## src/pac_params.svh

```systemverilog
// constants for the process alarm and contact monitor
// What this block does
// - four independent process alarm channels, each configured on its own
// - on above off: high alarm, set above on, clear below off
// - on below off: low alarm, set below on, clear above off
// - alarm sets only after its condition holds unbroken for delay seconds
// - alarms evaluate continuously, with no host attached
// - each channel shows live selected value and present alarm state
// - category picks gas analysis or sensor readings; source list follows category
// - status trigger watched only while enabled; disabled ones add nothing
// - each enabled status trigger routes to warning or fault by severity
// - three dry contacts, normal open or closed, active when departed
// - contact asserts only after staying in new state for delay seconds
// - six character name stored for each contact input
`ifndef PAC_PARAMS_SVH
`define PAC_PARAMS_SVH

// register indices on the plain register port
`define PAC_ADDR_ON_BASE     8'h00
`define PAC_ADDR_OFF_BASE    8'h04
`define PAC_ADDR_CFG_BASE    8'h08
`define PAC_ADDR_LIVE_BASE   8'h0C
`define PAC_ADDR_STATE       8'h10
`define PAC_ADDR_CON_NORMAL  8'h11
`define PAC_ADDR_CON_DLY     8'h12
`define PAC_ADDR_NAME_LO     8'h15
`define PAC_ADDR_NAME_HI     8'h18
`define PAC_ADDR_TRIG_EN     8'h1B
`define PAC_ADDR_TRIG_SEV    8'h1C
`define PAC_ADDR_IRQ_STAT    8'h1D
`define PAC_ADDR_IRQ_MASK    8'h1E

// field positions
`define PAC_CFG_CAT_BIT      0
`define PAC_CFG_SEL_LSB      4
`define PAC_CFG_DLY_LSB      16
`define PAC_ST_ALARM_LSB     0
`define PAC_ST_CON_LSB       4
`define PAC_ST_RAW_LSB       8
`define PAC_ST_WARN_BIT      12
`define PAC_ST_FAULT_BIT     13
`define PAC_IRQ_ALARM_LSB    0
`define PAC_IRQ_CON_LSB      4
`define PAC_IRQ_WARN_BIT     7
`define PAC_IRQ_FAULT_BIT    8

// counts and reset values
`define PAC_NUM_ALARMS       4
`define PAC_NUM_CONTACTS     3
`define PAC_NAME_W           48
`define PAC_IRQ_W            9
`define PAC_RST_WORD         32'h0000_0000

`endif

```

## src/pac_pkg.sv

```systemverilog
// types shared by the process alarm and contact monitor
package pac_pkg;
  timeunit 1ns;
  timeprecision 1ps;
  typedef logic [31:0] pac_word_t;
  typedef logic [7:0]  pac_addr_t;
  typedef enum logic {
    gas_analysis_category,
    sensor_reading_category
  } pac_cat_t;
endpackage

```

## src/pac_monitor.sv

```systemverilog
// process alarm channels, dry contact inputs and status trigger routing
//
// The register addresses and strobed register access were chosen for this implementation.
`include "pac_params.svh"

module pac_monitor #(
  parameter int VAL_W = 16,
  parameter int NSRC  = 8,
  parameter int NSTAT = 8,
  parameter int DLY_W = 16
) (
  input  wire logic                     clk_sys_in,
  input  wire logic                     resetn_in,
  input  wire logic                     clk_en_in,
  input  wire logic                     sec_tick_in,
  input  wire logic [NSRC*VAL_W-1:0]    gas_values_in,
  input  wire logic [NSRC*VAL_W-1:0]    sensor_values_in,
  input  wire logic [2:0]               contact_raw_in,
  input  wire logic [NSTAT-1:0]         status_cond_in,
  input  wire pac_pkg::pac_addr_t       reg_addr_in,
  input  wire pac_pkg::pac_word_t       reg_wdata_in,
  input  wire logic                     reg_wr_in,
  input  wire logic                     reg_rd_in,
  output pac_pkg::pac_word_t            reg_rdata_out,
  output logic [3:0]                    alarm_out,
  output logic [2:0]                    contact_active_out,
  output logic                          warning_out,
  output logic                          fault_out,
  output logic                          irq_out
);
  timeunit 1ns;
  timeprecision 1ps;
  import pac_pkg::*;

  localparam int NA    = `PAC_NUM_ALARMS;
  localparam int NC    = `PAC_NUM_CONTACTS;
  localparam int SEL_W = (NSRC > 1) ? $clog2(NSRC) : 1;
  localparam int IRQ_W = `PAC_IRQ_W;

  // pick one source out of a packed bank
  function automatic logic signed [VAL_W-1:0] pick(
    input logic [NSRC*VAL_W-1:0] bank,
    input logic [SEL_W-1:0]      sel
  );
    pick = bank[sel*VAL_W +: VAL_W];
  endfunction

  // strict crossing test, direction chosen by the caller
  function automatic logic beyond(
    input logic signed [VAL_W-1:0] val,
    input logic signed [VAL_W-1:0] thr,
    input logic                    above
  );
    beyond = above ? (val > thr) : (val < thr);
  endfunction

  // seconds counter: counts ticks while the condition lasts, zero when it lapses
  // saturating, so a condition held for ages never wraps below the delay
  function automatic logic [DLY_W-1:0] step(
    input logic [DLY_W-1:0] cnt,
    input logic             hold,
    input logic             tick
  );
    if (!hold) begin
      step = '0;
    end else if (tick && (cnt != {DLY_W{1'b1}})) begin
      step = cnt + 1'b1;
    end else begin
      step = cnt;
    end
  endfunction

  // sign extension to a bus word
  function automatic pac_word_t sext(input logic signed [VAL_W-1:0] v);
    sext = {{(32-VAL_W){v[VAL_W-1]}}, v};
  endfunction

  // alarm channel state
  logic signed [VAL_W-1:0] on_reg   [NA];
  logic signed [VAL_W-1:0] off_reg  [NA];
  logic signed [VAL_W-1:0] live_reg [NA];
  pac_cat_t                cat_reg  [NA];
  logic [SEL_W-1:0]        sel_reg  [NA];
  logic [DLY_W-1:0]        adly_reg [NA];
  logic [DLY_W-1:0]        acnt_reg [NA];
  logic [NA-1:0]           alarm_reg;

  // contact state
  // two flops: contact levels are asynchronous to the system clock
  logic [NC-1:0]           sync1_reg;
  logic [NC-1:0]           sync2_reg;
  logic [NC-1:0]           normal_reg;
  logic [DLY_W-1:0]        cdly_reg [NC];
  logic [DLY_W-1:0]        ccnt_reg [NC];
  logic [NC-1:0]           cact_reg;
  logic [`PAC_NAME_W-1:0]  name_reg [NC];

  // status triggers, interrupt, bus
  logic [NSTAT-1:0]        trig_en_reg;
  logic [NSTAT-1:0]        trig_sev_reg;
  logic                    warn_reg;
  logic                    fault_reg;
  logic [IRQ_W-1:0]        irq_stat_reg;
  logic [IRQ_W-1:0]        irq_mask_reg;
  pac_word_t               rdata_reg;

  // combinational per-channel terms
  logic signed [VAL_W-1:0] sel_val   [NA];
  logic [NA-1:0]           is_high;
  logic [NA-1:0]           cond_on;
  logic [NA-1:0]           cond_off;
  logic [NA-1:0]           alarm_next;
  logic [DLY_W-1:0]        acnt_next [NA];
  logic [NA-1:0]           wr_on;
  logic [NA-1:0]           wr_off;
  logic [NA-1:0]           wr_cfg;
  logic [NC-1:0]           con_dep;
  logic [NC-1:0]           cact_next;
  logic [DLY_W-1:0]        ccnt_next [NC];
  logic [NC-1:0]           wr_cdly;
  logic [NC-1:0]           wr_nlo;
  logic [NC-1:0]           wr_nhi;

  genvar i;
  generate
    for (i = 0; i < NA; i++) begin : g_alarm
      // category decides which bank the selector indexes
      assign sel_val[i] = (cat_reg[i] == sensor_reading_category) ?
                          pick(sensor_values_in, sel_reg[i]) :
                          pick(gas_values_in, sel_reg[i]);
      // equal thresholds fall into low-limit mode
      assign is_high[i]  = on_reg[i] > off_reg[i];
      assign cond_on[i]  = beyond(sel_val[i], on_reg[i], is_high[i]);
      assign cond_off[i] = beyond(sel_val[i], off_reg[i], !is_high[i]);
      // the count only runs while idle and the set condition holds
      assign acnt_next[i] = step(acnt_reg[i], !alarm_reg[i] && cond_on[i],
                                 sec_tick_in);
      // clearing ignores the delay: an off crossing drops the alarm at once
      assign alarm_next[i] = alarm_reg[i] ? !cond_off[i] :
                             (cond_on[i] && (acnt_reg[i] >= adly_reg[i]));
      assign wr_on[i]  = reg_wr_in && (reg_addr_in == `PAC_ADDR_ON_BASE + 8'(i));
      assign wr_off[i] = reg_wr_in && (reg_addr_in == `PAC_ADDR_OFF_BASE + 8'(i));
      assign wr_cfg[i] = reg_wr_in && (reg_addr_in == `PAC_ADDR_CFG_BASE + 8'(i));
    end
    for (i = 0; i < NC; i++) begin : g_contact
      assign con_dep[i]   = sync2_reg[i] ^ normal_reg[i];
      assign ccnt_next[i] = step(ccnt_reg[i], con_dep[i], sec_tick_in);
      // a contact back in its normal state is inactive at once
      assign cact_next[i] = con_dep[i] && (ccnt_reg[i] >= cdly_reg[i]);
      assign wr_cdly[i] = reg_wr_in && (reg_addr_in == `PAC_ADDR_CON_DLY + 8'(i));
      assign wr_nlo[i]  = reg_wr_in && (reg_addr_in == `PAC_ADDR_NAME_LO + 8'(i));
      assign wr_nhi[i]  = reg_wr_in && (reg_addr_in == `PAC_ADDR_NAME_HI + 8'(i));
    end
  endgenerate

  // status trigger routing
  wire [NSTAT-1:0] trig_live  = status_cond_in & trig_en_reg;
  wire             warn_next  = |(trig_live & ~trig_sev_reg);
  wire             fault_next = |(trig_live & trig_sev_reg);

  // interrupt events: rising edges of every indication
  // layout: [3:0] alarms, [6:4] contacts, [7] warning, [8] fault
  wire [NA-1:0]    alarm_rise = alarm_next & ~alarm_reg;
  wire [NC-1:0]    con_rise   = cact_next & ~cact_reg;
  wire             warn_rise  = warn_next & ~warn_reg;
  wire             fault_rise = fault_next & ~fault_reg;
  wire [IRQ_W-1:0] irq_evt    = {fault_rise, warn_rise, con_rise, alarm_rise};
  // unmapped indices match no decode, so such writes change nothing
  wire             wr_irq_stat = reg_wr_in && (reg_addr_in == `PAC_ADDR_IRQ_STAT);
  wire             wr_irq_mask = reg_wr_in && (reg_addr_in == `PAC_ADDR_IRQ_MASK);
  wire             wr_trig_en  = reg_wr_in && (reg_addr_in == `PAC_ADDR_TRIG_EN);
  wire             wr_trig_sev = reg_wr_in && (reg_addr_in == `PAC_ADDR_TRIG_SEV);
  wire             wr_normal   = reg_wr_in && (reg_addr_in == `PAC_ADDR_CON_NORMAL);
  wire [IRQ_W-1:0] irq_clr     = wr_irq_stat ? reg_wdata_in[IRQ_W-1:0] : '0;
  // a new event in the clearing cycle survives the write-one-to-clear
  wire [IRQ_W-1:0] irq_stat_next = (irq_stat_reg & ~irq_clr) | irq_evt;

  wire pac_word_t state_word = pac_word_t'({fault_reg, warn_reg, 1'b0, sync2_reg,
                                            1'b0, cact_reg, alarm_reg});

  // read selection; unmapped indices read as zero
  pac_word_t rd_mux;
  always_comb begin
    rd_mux = `PAC_RST_WORD;
    for (int k = 0; k < NA; k++) begin
      if (reg_addr_in == `PAC_ADDR_ON_BASE + 8'(k)) begin
        rd_mux = sext(on_reg[k]);
      end
      if (reg_addr_in == `PAC_ADDR_OFF_BASE + 8'(k)) begin
        rd_mux = sext(off_reg[k]);
      end
      if (reg_addr_in == `PAC_ADDR_CFG_BASE + 8'(k)) begin
        rd_mux[`PAC_CFG_CAT_BIT] = cat_reg[k];
        rd_mux[`PAC_CFG_SEL_LSB +: SEL_W] = sel_reg[k];
        rd_mux[`PAC_CFG_DLY_LSB +: DLY_W] = adly_reg[k];
      end
      if (reg_addr_in == `PAC_ADDR_LIVE_BASE + 8'(k)) begin
        rd_mux = sext(live_reg[k]);
      end
    end
    for (int k = 0; k < NC; k++) begin
      if (reg_addr_in == `PAC_ADDR_CON_DLY + 8'(k)) begin
        rd_mux[DLY_W-1:0] = cdly_reg[k];
      end
      if (reg_addr_in == `PAC_ADDR_NAME_LO + 8'(k)) begin
        rd_mux = name_reg[k][31:0];
      end
      if (reg_addr_in == `PAC_ADDR_NAME_HI + 8'(k)) begin
        rd_mux[15:0] = name_reg[k][47:32];
      end
    end
    if (reg_addr_in == `PAC_ADDR_STATE) begin
      rd_mux = state_word;
    end
    if (reg_addr_in == `PAC_ADDR_CON_NORMAL) begin
      rd_mux[NC-1:0] = normal_reg;
    end
    if (reg_addr_in == `PAC_ADDR_TRIG_EN) begin
      rd_mux[NSTAT-1:0] = trig_en_reg;
    end
    if (reg_addr_in == `PAC_ADDR_TRIG_SEV) begin
      rd_mux[NSTAT-1:0] = trig_sev_reg;
    end
    if (reg_addr_in == `PAC_ADDR_IRQ_STAT) begin
      rd_mux[IRQ_W-1:0] = irq_stat_reg;
    end
    if (reg_addr_in == `PAC_ADDR_IRQ_MASK) begin
      rd_mux[IRQ_W-1:0] = irq_mask_reg;
    end
  end

  // alarm channels: evaluation never waits on host activity
  // the live copy gives software a settled snapshot of the selected source
  always_ff @(posedge clk_sys_in) begin
    for (int k = 0; k < NA; k++) begin
      if (!resetn_in) begin
        acnt_reg[k] <= '0;
        live_reg[k] <= '0;
      end else if (clk_en_in) begin
        acnt_reg[k] <= acnt_next[k];
        live_reg[k] <= sel_val[k];
      end
    end
  end

  always_ff @(posedge clk_sys_in) begin
    if (!resetn_in) begin
      alarm_reg <= '0;
      cact_reg  <= '0;
      sync1_reg <= '0;
      sync2_reg <= '0;
      warn_reg  <= 1'b0;
      fault_reg <= 1'b0;
    end else if (clk_en_in) begin
      alarm_reg <= alarm_next;
      cact_reg  <= cact_next;
      sync1_reg <= contact_raw_in;
      sync2_reg <= sync1_reg;
      warn_reg  <= warn_next;
      fault_reg <= fault_next;
    end
  end

  // contacts: delay counters and stored names
  always_ff @(posedge clk_sys_in) begin
    for (int k = 0; k < NC; k++) begin
      if (!resetn_in) begin
        ccnt_reg[k] <= '0;
        cdly_reg[k] <= '0;
        name_reg[k] <= '0;
      end else if (clk_en_in) begin
        ccnt_reg[k] <= ccnt_next[k];
        if (wr_cdly[k]) begin
          cdly_reg[k] <= reg_wdata_in[DLY_W-1:0];
        end
        if (wr_nlo[k]) begin
          name_reg[k][31:0] <= reg_wdata_in;
        end
        if (wr_nhi[k]) begin
          name_reg[k][47:32] <= reg_wdata_in[15:0];
        end
      end
    end
  end

  // alarm configuration; a new threshold takes effect on the next cycle
  always_ff @(posedge clk_sys_in) begin
    for (int k = 0; k < NA; k++) begin
      if (!resetn_in) begin
        on_reg[k]   <= '0;
        off_reg[k]  <= '0;
        cat_reg[k]  <= gas_analysis_category;
        sel_reg[k]  <= '0;
        adly_reg[k] <= '0;
      end else if (clk_en_in) begin
        if (wr_on[k]) begin
          on_reg[k] <= reg_wdata_in[VAL_W-1:0];
        end
        if (wr_off[k]) begin
          off_reg[k] <= reg_wdata_in[VAL_W-1:0];
        end
        if (wr_cfg[k]) begin
          cat_reg[k]  <= pac_cat_t'(reg_wdata_in[`PAC_CFG_CAT_BIT]);
          sel_reg[k]  <= reg_wdata_in[`PAC_CFG_SEL_LSB +: SEL_W];
          adly_reg[k] <= reg_wdata_in[`PAC_CFG_DLY_LSB +: DLY_W];
        end
      end
    end
  end

  // global control registers, interrupt and read data
  always_ff @(posedge clk_sys_in) begin
    if (!resetn_in) begin
      normal_reg   <= '0;
      trig_en_reg  <= '0;
      trig_sev_reg <= '0;
      irq_stat_reg <= '0;
      irq_mask_reg <= '0;
      rdata_reg    <= `PAC_RST_WORD;
    end else if (clk_en_in) begin
      if (wr_normal) begin
        normal_reg <= reg_wdata_in[NC-1:0];
      end
      if (wr_trig_en) begin
        trig_en_reg <= reg_wdata_in[NSTAT-1:0];
      end
      if (wr_trig_sev) begin
        trig_sev_reg <= reg_wdata_in[NSTAT-1:0];
      end
      if (wr_irq_mask) begin
        irq_mask_reg <= reg_wdata_in[IRQ_W-1:0];
      end
      irq_stat_reg <= irq_stat_next;
      // read data stands for its one answer cycle, then drops back to zero
      rdata_reg    <= reg_rd_in ? rd_mux : `PAC_RST_WORD;
    end
  end

  assign reg_rdata_out      = rdata_reg;
  assign alarm_out          = alarm_reg;
  assign contact_active_out = cact_reg;
  assign warning_out        = warn_reg;
  assign fault_out          = fault_reg;
  assign irq_out            = |(irq_stat_reg & irq_mask_reg);
endmodule

```

## config.mk

```make
export PLATFORM = sky130hd
export DESIGN_NAME = pac_monitor
export DESIGN_NICKNAME = d
export VERILOG_FILES = /design/src/pac_pkg.sv /design/src/pac_monitor.sv
export VERILOG_INCLUDE_DIRS = /design/src
export SDC_FILE = /design/constraint.sdc
export NUM_CORES = 2
export LEC_CHECK = 0
export ABC_AREA = 1
export BUFFER_PORTS_ARGS = -buffer_cell sky130_fd_sc_hd__buf_4
export CAP_MARGIN = 25
export CORE_MARGIN = 2
export CORE_UTILIZATION = 45
export DETAILED_ROUTE_END_ITERATION = 7
export PLACE_DENSITY = 0.7
export SLEW_MARGIN = 5
export SYNTH_ARGS = -nofsm -noshare
export SYNTH_HDL_FRONTEND = slang
export SYNTH_SLANG_ARGS = --single-unit
```

## constraint.sdc

```tcl
create_clock -name clk_sys_in -period 5.55 [get_ports clk_sys_in]
set_clock_uncertainty 0.05 [all_clocks]
set_input_delay 0.555 -clock clk_sys_in [delete_from_list [all_inputs] [get_ports clk_sys_in]]
set_output_delay 0.555 -clock clk_sys_in [all_outputs]
set_load 0.01 [all_outputs]
```

==> out/metrics.cfg <==
[status]
status=complete, no violations

[place]
gp_congestion=1.02
post-dp-hpwl_um=143000
dp.cells=7704
io_buffers=354

[global_routing]
grt_usage_pct=35.1
grt_pass1_vias=43700
antenna_found_initial=7
grt_pass1_wl_um=281000
grt_max_degree=240
overflow=0

[pwr]
power_mw=13.6
seq_power_share_pct=43.6
vdd_drop_max_mv=0.232
power_leakage_nw=23.4
p_int_mw=9.46
p_comb_share_pct=19.3
switching_power_mw=4.11
p_per_area_mw_per_mm2=253
p_clk_share_pct=37.1
switching_share_pct=30.3

[critical_path]
cp_data_arrival_time_ps=5480
crit_buf_inv=2
cp_data_required_time_ps=5970
crit_chain=buf_12 > a21oi_1 > o21ai_0 > nand2_1 > o221ai_1 > nand2_1 > ha_1 > inv_1 > nor2_1 > nor2_1 > o21a_1 > o221ai_1 > nand2_1 > o211ai_1 > xnor2_1 > nand2_1 > nand3_1 > nand2_1 > nor2_1 > nand2_1 > nor3b_1
crit_cells=21
r2r_slack_ps=490
worst_path_largest_cell_delay_ps=620
rr_startpoint=cat_reg[0]
crit_fanout=239
cpMostUsedCell=nand2_1
r2r-end=acnt_reg[0][3]
endpoint_kind=flop
r2r_cells=21
critPathTopFamily=simple AND/OR/NAND/NOR gates
crit_start=cat_reg[0]
crit_path_start_kind=flop
slowest_stage=buf_12
crit_type=reg -> reg

[floorplanning]
core_area_mm2=0.103
die_w_um=327
start_util_pct=45.3
die-height_um=327
die_area_mm2=0.107
io_pins=355
num_rows=118

[clock_tree]
cts.sinks=660
cts_buffers=73
cts_htree_levels=3
clk_latency_ps=640
cts.clk_slew.worst_paths_ps=60
clock_path_buffers=3
cts_tree=built
ctsHoldBuffers=0
post_cts_buffers=0
cts-root-buf=clkbuf_16
cts_resized=0

[synth]
synth.distinct_cells=59
synth_nets=6808
netlist_instances=6184
async_flop_share_pct=0
synth_area_mm2=0.0469
ys.flop_type=edfxtp_1
yosysWarnings=0
synth_edf_count=575
synth_seq_cells=660
yosysSeqAreaShare_pct=40.5
syn_area_per_cell_um2=7.58

[route]
via_per_inst=6.04
dr_total_vias=47300
antenna_left=0
drc_errors=0
drt-pass1-iter-count=8
routed_wirelength_um=193000
routedWlPerCell_um=24.7
first_iter_violations=7115

[layout]
nets=7027
area_growth_pct=14.5
drive_above_1_share_pct=10.7
final_cells=7842
largest_reg_flops=144

[min_path]
min_to=sync1_reg[0]
hold_start=contact_raw_in[0]
min_path_type=in -> reg
holdPathStages=3

[timing]
hold_viol_final=0
rsz0062_at_grt=no
slew_headroom_pct=23.6
finalSetupViolCount=0
drv_slew=0
fmax_ghz=0.198
tightestPinTransition_ps=1140
fin_hold_ws_ps=109
min_period_ps=5060
period_share_pct=91.2
setup_tns_ps=0

[run]
max-cap-violations=0

[worst reg2reg max path, stage by stage (launching register included)]
cell and delay, ps:
edfxtp_1 410, buf_12 620, a21oi_1 230, o21ai_0 120, nand2_1 80, o221ai_1 420
nand2_1 280, ha_1 370, inv_1 40, nor2_1 80, nor2_1 50, o21a_1 170
o221ai_1 170, nand2_1 80, o211ai_1 100, xnor2_1 170, nand2_1 70, nand3_1 80
nand2_1 340, nor2_1 250, nand2_1 390, nor3b_1 340
[routing by layer]
metal	part of all wire, %	track usage (%)	vias to the layer above
met5	0.012	0	-
met3	11	7.60	603
met1	39	46.6	22100
met4	6.2	18.2	4
met2	44	53.6	2819
li1	-	-	21800
[synth_stat cells, drive strengths merged, types with 30 or more instances]
library cell  count  area, um^2
o22ai            30         188
nor2            755        2850
o21ai           893        4470
clkbuf          313        1170
a21oi           750        3750
o221ai          135        1180
nor3             54         280
o21a             30         225
nand3           143         721
nand2          1034        3940
buf              50         309
ha              311        3890
nand4            72         450
dfxtp            85        1700
inv             694        2610
edfxtp          575       17300
[worst max path at each step]
stage	slack (ps)	to
5_1_grt	200	acnt_reg[0][4]
3_3_place_gp	680	acnt_reg[0][10]
6_report	490	acnt_reg[0][3]
4_1_cts	700	acnt_reg[0][3]
2_1_floorplan	1200	name_reg[2][0]
3_5_place_dp	720	acnt_reg[0][3]
[kinds of logic after synthesis]
group | synth area share [%]
compound gates | 23.0
xor+xnor | 0.635
fa+ha+maj | 8.30
buf+inv | 8.91
flops | 40.5
mux | 0.0240
simple gates | 18.7
[layout make-up]
type | instances | area (um^2)
timing repair buffer | 507 | 4100
sequential | 660 | 19000
clock buffer | 93 | 1970
clock inverter | 38 | 433
fill | 9783 | 49800
inverter | 717 | 2700
tap | 1380 | 1730
multi-input combinational | 4444 | 23800
antenna | 3 | 7.51
[stage by stage]
stage               setup slack [ps]  area (um^2)  utilization (%)
global placement                 684        51100             49.4
global route                     203        53700             51.9
CTS                              699        53600             51.8
finish                           491        53700             51.9
floorplan                       1200        46900                -
detailed placement               719        51200             49.5
[placed cells by master (no fill, tap or decap), drive strengths merged, types with 3 or more instances in the layout]
cell,instances
clkinv,50
nor3b,19
nor3,54
nor2,755
a221oi,8
clkbuf,93
o41ai,6
diode,3
nand3b,9
bufinv,8
o221ai,135
nand2,1034
or2,29
o211ai,23
dfxtp,85
nand4,72
xnor2,11
o2111ai,12
inv,695
a31oi,11
a21o,4
o22ai,30
xor2,23
a21oi,750
o21a,30
a211oi,10
edfxtp,575
a21boi,25
o21bai,11
o21ai,893
ha,311
o31ai,3
nand3,143
buf,507
a2111oi,3
nor4,18
[power groups by stage]
stage	logic [mW]	registers, mW	clock network [mW]
CTS	2.53	5.91	5.04
floorplan	1.44	5.94	0
global route	2.83	5.95	5.22
finish	2.61	5.92	5.03
global placement	2.47	6.01	0
detailed placement	2.51	6.02	0
Note: power is estimated with default switching activity, not from simulation.
